[src/logic/port_irq_pkg.sv]
// Constants shared by the per-port interrupt status and mask block
//
// Contract
// - Ports 1 to 7 each have a read-only 8-bit status register at N01B.
// - Status bit 3 shows serial-link auto-negotiation done, port 7 only.
// - Status bit 2 summarises timestamp interrupts, integrated-PHY ports.
// - Status bit 1 summarises integrated-PHY interrupts, PHY ports only.
// - Status bit 0 set by counter-mode access-list event, all ports.
// - Access-list status clears only when software toggles mask bit 0.
// - Ports 1 to 7 each have a read/write 8-bit mask register at N01F.
// - Mask bit 3: 0 enables auto-negotiation-done interrupt, port 7 only.
// - Mask bit 2: 0 enables timestamp summary interrupt, PHY ports.
// - Mask bit 0: 0 enables access-list interrupt, resets to 0.
`default_nettype none
package port_irq_pkg;
    localparam int ADDR_W = 18;
    localparam int DATA_W = 32;
    localparam int NPORT = 7;
    localparam int SRC_W = 4;
    localparam int REG_W = 8;
    // Register indices; byte address is four times the index
    localparam logic [11:0] IDX_STATUS_LO = 12'h01b;
    localparam logic [11:0] IDX_MASK_LO = 12'h01f;
    localparam logic [15:0] IDX_EVT_STATUS = 16'h0010;
    localparam logic [15:0] IDX_EVT_MASK = 16'h0014;
    localparam logic [3:0] PORT_FIRST = 4'h1;
    localparam logic [3:0] PORT_LAST = 4'h7;
    // Field positions
    localparam int BIT_ACL = 0;
    localparam int BIT_PHY = 1;
    localparam int BIT_PTP = 2;
    localparam int BIT_AN = 3;
    // Reset values
    localparam logic [SRC_W-1:0] STATUS_RST = 4'h0;
    localparam logic [SRC_W-1:0] MASK_RST = 4'h0;
    localparam logic [NPORT-1:0] EVT_STATUS_RST = 7'h00;
    localparam logic [NPORT-1:0] EVT_MASK_RST = 7'h00;
    // Port arrangement defaults
    localparam logic [NPORT-1:0] PHY_PORTS_DEF = 7'h1f;
    localparam int AN_PORT_DEF = 7;
endpackage
`default_nettype wire

[src/logic/sticky_bit.sv]
// Sticky flag cell where a set in the clearing cycle wins
`default_nettype none
module sticky_bit (
    input wire logic pclk,
    input wire logic presetn,
    input wire logic set,
    input wire logic clr,
    output logic q
);
    always_ff @(posedge pclk or negedge presetn) begin
        if (!presetn) begin
            q <= 1'b0;
        end else if (set) begin
            q <= 1'b1;
        end else if (clr) begin
            q <= 1'b0;
        end
    end
endmodule
`default_nettype wire

[src/logic/port_irq_unit.sv]
// Status and mask logic for one port
`default_nettype none
module port_irq_unit #(
    parameter bit HAS_AN = 1'b0,
    parameter bit HAS_PHY = 1'b1
) (
    input wire logic pclk,
    input wire logic presetn,
    input wire logic an_done,
    input wire logic ptp_irq,
    input wire logic phy_irq,
    input wire logic acl_evt,
    input wire logic mask_wr,
    input wire logic [port_irq_pkg::SRC_W-1:0] mask_wdata,
    output logic [port_irq_pkg::SRC_W-1:0] status_r,
    output logic [port_irq_pkg::SRC_W-1:0] mask_r,
    output logic contrib_r
);
    import port_irq_pkg::*;

    logic acl_q;
    logic acl_toggle;
    logic [SRC_W-1:0] status_nxt;

    // Clear fires on a change of mask bit 0, not on writing a one
    assign acl_toggle = mask_wr
        && (mask_wdata[BIT_ACL] != mask_r[BIT_ACL]);

    sticky_bit u_acl (
        .pclk(pclk),
        .presetn(presetn),
        .set(acl_evt),
        .clr(acl_toggle),
        .q(acl_q)
    );

    always_comb begin
        status_nxt = STATUS_RST;
        status_nxt[BIT_AN] = an_done && HAS_AN;
        status_nxt[BIT_PTP] = ptp_irq && HAS_PHY;
        status_nxt[BIT_PHY] = phy_irq && HAS_PHY;
        status_nxt[BIT_ACL] = acl_q;
    end

    // Summary bits are levels owned by their source units
    always_ff @(posedge pclk or negedge presetn) begin
        if (!presetn) begin
            status_r <= STATUS_RST;
        end else begin
            status_r <= status_nxt;
        end
    end

    always_ff @(posedge pclk or negedge presetn) begin
        if (!presetn) begin
            mask_r <= MASK_RST;
        end else if (mask_wr) begin
            mask_r <= mask_wdata;
        end
    end

    // Mask bit set to 1 disables its source
    always_ff @(posedge pclk or negedge presetn) begin
        if (!presetn) begin
            contrib_r <= 1'b0;
        end else begin
            contrib_r <= |(status_r & ~mask_r);
        end
    end
endmodule
`default_nettype wire

[src/logic/port_irq_top.sv]
// Per-port interrupt status and mask block with APB register access
//
// Local design decisions: the APB slave port and the register addresses.
`default_nettype none
module port_irq_top #(
    parameter logic [port_irq_pkg::NPORT-1:0] PHY_PORTS =
        port_irq_pkg::PHY_PORTS_DEF,
    parameter int AN_PORT = port_irq_pkg::AN_PORT_DEF
) (
    input wire logic pclk,
    input wire logic presetn,
    input wire logic psel,
    input wire logic penable,
    input wire logic pwrite,
    input wire logic [port_irq_pkg::ADDR_W-1:0] paddr,
    input wire logic [port_irq_pkg::DATA_W-1:0] pwdata,
    output logic [port_irq_pkg::DATA_W-1:0] prdata,
    output logic pready,
    output logic pslverr,
    input wire logic an_done,
    input wire logic [port_irq_pkg::NPORT-1:0] ptp_irq,
    input wire logic [port_irq_pkg::NPORT-1:0] phy_irq,
    input wire logic [port_irq_pkg::NPORT-1:0] acl_evt,
    output logic [port_irq_pkg::NPORT-1:0] port_irq,
    output logic irq
);
    import port_irq_pkg::*;

    logic [15:0] idx;
    logic [3:0] port_sel;
    logic [2:0] port_ix;
    logic port_ok;
    logic hit_status;
    logic hit_mask;
    logic hit_evt_st;
    logic hit_evt_mk;
    logic mapped;
    logic wr_en;
    logic [SRC_W-1:0] st_arr [NPORT];
    logic [SRC_W-1:0] mk_arr [NPORT];
    logic [NPORT-1:0] contrib;
    logic [NPORT-1:0] contrib_d_r;
    logic [NPORT-1:0] evt_status;
    logic [NPORT-1:0] evt_mask_r;
    logic [DATA_W-1:0] rd_nxt;

    // Address decode; low two bits must be zero for a word access
    assign idx = paddr[ADDR_W-1:2];
    assign port_sel = idx[15:12];
    assign port_ix = 3'(port_sel - PORT_FIRST);
    assign port_ok = (port_sel >= PORT_FIRST) && (port_sel <= PORT_LAST)
        && (paddr[1:0] == 2'h0);
    assign hit_status = port_ok && (idx[11:0] == IDX_STATUS_LO);
    assign hit_mask = port_ok && (idx[11:0] == IDX_MASK_LO);
    assign hit_evt_st = (idx == IDX_EVT_STATUS) && (paddr[1:0] == 2'h0);
    assign hit_evt_mk = (idx == IDX_EVT_MASK) && (paddr[1:0] == 2'h0);
    assign mapped = hit_status || hit_mask || hit_evt_st || hit_evt_mk;
    // Writes land only on the access edge that samples pready high
    assign wr_en = psel && penable && pready && pwrite;

    genvar g;
    generate
        for (g = 0; g < NPORT; g++) begin : gen_port
            logic mwr;
            assign mwr = wr_en && hit_mask && (port_ix == 3'(g));
            port_irq_unit #(
                .HAS_AN(AN_PORT == g + 1),
                .HAS_PHY(PHY_PORTS[g])
            ) u_unit (
                .pclk(pclk),
                .presetn(presetn),
                .an_done(an_done),
                .ptp_irq(ptp_irq[g]),
                .phy_irq(phy_irq[g]),
                .acl_evt(acl_evt[g]),
                .mask_wr(mwr),
                .mask_wdata(pwdata[SRC_W-1:0]),
                .status_r(st_arr[g]),
                .mask_r(mk_arr[g]),
                .contrib_r(contrib[g])
            );
            // Rising contribution latches until written one to clear
            sticky_bit u_evt (
                .pclk(pclk),
                .presetn(presetn),
                .set(contrib[g] && !contrib_d_r[g]),
                .clr(wr_en && hit_evt_st && pwdata[g]),
                .q(evt_status[g])
            );
        end
    endgenerate

    always_ff @(posedge pclk or negedge presetn) begin
        if (!presetn) begin
            contrib_d_r <= '0;
        end else begin
            contrib_d_r <= contrib;
        end
    end

    always_ff @(posedge pclk or negedge presetn) begin
        if (!presetn) begin
            port_irq <= '0;
        end else begin
            port_irq <= contrib;
        end
    end

    always_ff @(posedge pclk or negedge presetn) begin
        if (!presetn) begin
            evt_mask_r <= EVT_MASK_RST;
        end else if (wr_en && hit_evt_mk) begin
            evt_mask_r <= pwdata[NPORT-1:0];
        end
    end

    always_ff @(posedge pclk or negedge presetn) begin
        if (!presetn) begin
            irq <= 1'b0;
        end else begin
            irq <= |(evt_status & ~evt_mask_r);
        end
    end

    // Reserved bits above each register's field (4 source bits or 7 event bits) stay zero
    always_comb begin
        rd_nxt = '0;
        if (hit_status) begin
            rd_nxt[SRC_W-1:0] = st_arr[port_ix];
        end else if (hit_mask) begin
            rd_nxt[SRC_W-1:0] = mk_arr[port_ix];
        end else if (hit_evt_st) begin
            rd_nxt[NPORT-1:0] = evt_status;
        end else if (hit_evt_mk) begin
            rd_nxt[NPORT-1:0] = evt_mask_r;
        end
    end

    // Read data captured in the setup cycle, one access cycle, no waits
    always_ff @(posedge pclk or negedge presetn) begin
        if (!presetn) begin
            pready <= 1'b0;
            pslverr <= 1'b0;
            prdata <= '0;
        end else if (psel && !penable) begin
            pready <= 1'b1;
            pslverr <= !mapped;
            prdata <= pwrite ? '0 : rd_nxt;
        end else begin
            pready <= 1'b0;
            pslverr <= 1'b0;
            prdata <= '0;
        end
    end
endmodule
`default_nettype wire

[config.mk]
export PLATFORM = sky130hd
export DESIGN_NAME = port_irq_top
export DESIGN_NICKNAME = d
export VERILOG_FILES = /design/src/logic/port_irq_pkg.sv /design/src/logic/sticky_bit.sv /design/src/logic/port_irq_unit.sv /design/src/logic/port_irq_top.sv
export SDC_FILE = /design/constraint.sdc
export NUM_CORES = 1
export LEC_CHECK = 0
export ABC_CLOCK_PERIOD_IN_PS = 2900
export BUFFER_PORTS_ARGS = -buffer_cell sky130_fd_sc_hd__buf_2
export CAP_MARGIN = 20
export CORE_MARGIN = 10
export CORE_UTILIZATION = 56
export CTS_CLUSTER_DIAMETER = 150
export DETAILED_ROUTE_END_ITERATION = 10
export HOLD_SLACK_MARGIN = 0.02
export PLACE_DENSITY_LB_ADDON = 0.1
export SYNTH_ARGS = -nofsm -noshare
export SYNTH_HDL_FRONTEND = slang
export SYNTH_SLANG_ARGS = --single-unit
[constraint.sdc]
create_clock -name pclk -period 2.9 [get_ports pclk]
set_clock_uncertainty 0.1 [all_clocks]
set_input_delay 0.145 -clock pclk [delete_from_list [all_inputs] [get_ports pclk]]
set_output_delay 0.145 -clock pclk [all_outputs]
set_load 0.03 [all_outputs]
==> results.txt <==
Status - finished clean
Yosys warning total - 0
Total negative slack - 0 ns
Router iterations before antenna repair - 4
Post-DP HPWL - 7200 µm
Avg Inst Size Synth - 12.3 µm²
R2R setup slack - 0.89 ns
DRC viols - 0
Top-Level Pins - 119
Yosys top cell area share - 54.5%
Hold buffers post-CTS - 24
Post-synthesis async set-or-reset flop share - 100%
Final core occ - 69.5%
Synth Instances - 341
Drt initial violations - 90
CTS max path bufs - 2
Pins Over Slew Limit - 0
First-pass GRT wire length - 15,700 µm
Final hold vios - 0
CTS root buf - clkbuf_8
Total setup buffers inserted after CTS - 0
ANT cells - 0
Largest net degree at the start of global routing - 61
Clock latency on the worst-skew pair - 0.35 ns
Total CTS buffers - 9
# rows - 31
CP Cell Sequence - buf_2 -> inv_1 -> ha_1 -> or3b_2 -> nand4_1 -> nor4_4 -> nand2_1 -> mux2_1
Setup crit start kind - primary input
Final wirelength - 9380 µm
CP endpoint kind - register
Post-synth top flop - dfrtp_1
Max H-tree Level - 3
Leak - 2.47 nW
CTS tree - done
Post-CTS Resized - 0
Most frequent cells in the layout - dfrtp_1 (91), buf_2 (63), mux2_2 (32), inv_1 (29), conb_1 (25)
Critical path's slowest cell - nor4_4
Die Ht - 106 µm
Routed vias - 2,845
Commonest non-fill, non-tap cell in the layout - dfrtp_1
Largest cells by area after synthesis - dfrtp_1 (54%), mux2_2 (8.6%), buf_4 (4.5%)
GRT overflow - 0
Initial core utilization - 57.6%
RSZ-0062 raised after global routing - false
Final instance area - 0.00504 mm²
Vias per cell - 5.25
Final setup fails - 0
Nets - 521
Synthesized flop and latch total - 91
Area leader, netlist - dfrtp_1
Share of cells above drive strength 1 - 30.2%
WS Path Type - primary input to register
Clk slew on worst S/H paths - 0.08 ns
Layout fillers - 541
Die Area - 0.0113 mm²
Post-DP Area - 0.00456 mm²
Max Freq - 472 MHz
WP data arrival - 2.25 ns
Max-slew headroom - 49.9%
Detail Route Antenna Nets - 0
CP max FO - 6
Max Cap Violations - 0
Worst-Margin Slew - 0.752 ns
DR WL/cell - 17.3 µm
Worst vdd ir - 0.291 mV
# clock sinks - 91
Seq/Total Area, Yosys - 54.5%
Gpl congestion - 0.846
Core ar. - 0.00725 mm²
Minimum clock period - 2.12 ns
Vias in the first global route - 3,075
P per Cell Area - 507 mW/mm²
Post-synth EDFFs - 0
Layout area overhead - 20.6%
Worst Path Required - 3.04 ns
Final Cycle Share - 73.0%
CP max stage delay - 0.57 ns
All-Layer GR Usage - 17.4%
DIE WIDTH - 106 µm
# placed instances - 502
Initial antenna violation count - 0
Hold Crit Class - primary input to register
Fin cells - 542
Netlist cell types - 48
Post-Syn Area - 0.00418 mm²
IO buf count - 64
-- state kept, by name, indices dropped and copies added, names as in the netlist --
name	flops
irq	1
gen_port.u_unit.u_acl.q	7
gen_port.u_unit.contrib_r	7
gen_port.u_evt.q	7
pready	1
prdata	7
pslverr	1
gen_port.u_unit.mask_r	28
port_irq	7
evt_mask_r	7
gen_port.u_unit.status_r	18
-- through the flow --
stage / power (mW) / hold slack (ns) / setup slack [ns]
2_1_floorplan: 1.47 / -0.251 / 0.498
4_1_cts: 2.58 / 0.0539 / 0.786
5_1_grt: 2.65 / 0.0853 / 0.676
3_3_place_gp: 1.54 / 0.153 / 0.516
6_report: 2.56 / 0.0588 / 0.782
3_5_place_dp: 1.54 / 0.154 / 0.422
-- cells in the mapped netlist, drive strengths merged, types with 2 or more instances --
cell and count:
mux4 7, nor4 4, nor2b 4, o31a 3
a21o 6, dfrtp 91, inv 29, nand2b 9
ha 6, o21ai 4, a31oi 2, xor2 6
o22ai 2, mux2i 13, nor3 3, nor2 12
nand3 10, nand2 18, nand4 3, o211ai 2
and4 3, clkbuf 7, a211oi 3, o221ai 5
a22o 7, o2111ai 2, buf 28, mux2 33
a21oi 6
-- final timing paths --
kind                            cells after the start                       start                             end
worst min-delay path                                3                   pwdata[1]                   evt_mask_r[1]
worst max-delay path                                8                   paddr[15]    gen_port[2].u_unit.mask_r[0]
min in group asynchronous                           2                     presetn                     port_irq[5]
worst max register to register                      5                      pready    gen_port[2].u_unit.mask_r[0]
worst min register to register                      0  gen_port[3].u_unit.u_acl.q  gen_port[3].u_unit.status_r[0]
max in group asynchronous                           3                     presetn    gen_port[2].u_unit.mask_r[2]
-- critical path: cells and delay by family --
family,cells,cell delay (ns)
multiplexers,1,0.35
adder cells (fa/ha/maj),1,0.31
buffers and inverters,2,0.22
AND/OR/NAND/NOR,4,1.23
-- cells by family (layout without fill, tap and decap cells) --
| logic type | count (synthesis) | count (layout) | share of synthesized area, % |
|---|---|---|---|
| mux | 53 | 53 | 15.8 |
| compound gates | 45 | 45 | 7.99 |
| buf+inv | 64 | 142 | 8.05 |
| xor+xnor | 7 | 7 | 1.47 |
| other cells | 1 | 25 | 0.0897 |
| fa+ha+maj | 6 | 6 | 1.80 |
| simple gates | 74 | 74 | 10.3 |
| flops | 91 | 91 | 54.5 |
-- layout make-up --
cell class | count | area (µm²) | share of cell area, %
well taps | 99 | 124 | 2.46
multi-input cells | 210 | 1660 | 32.9
flip-flops and latches | 91 | 2280 | 45.2
repair buffers | 97 | 631 | 12.5
inverters | 29 | 109 | 2.16
clock buffers | 12 | 145 | 2.88
clock inverters | 4 | 97.6 | 1.94
-- routing by layer --
metal	vias up	track usage [%]	part of all wire (%)
met3	11	3.93	5.2
met5	-	0	0
met4	0	5.51	1.2
li1	1338	-	-
met1	1423	21.5	42
met2	73	29.6	52
-- where the power goes --
group / switching, mW / internal (mW) / total [mW]
sequential: 0.0123 / 1.28 / 1.30
combinational: 0.152 / 0.0925 / 0.244
clock: 0.420 / 0.597 / 1.02
total: 0.584 / 1.97 / 2.56
(Power assumes the default switching activity.)
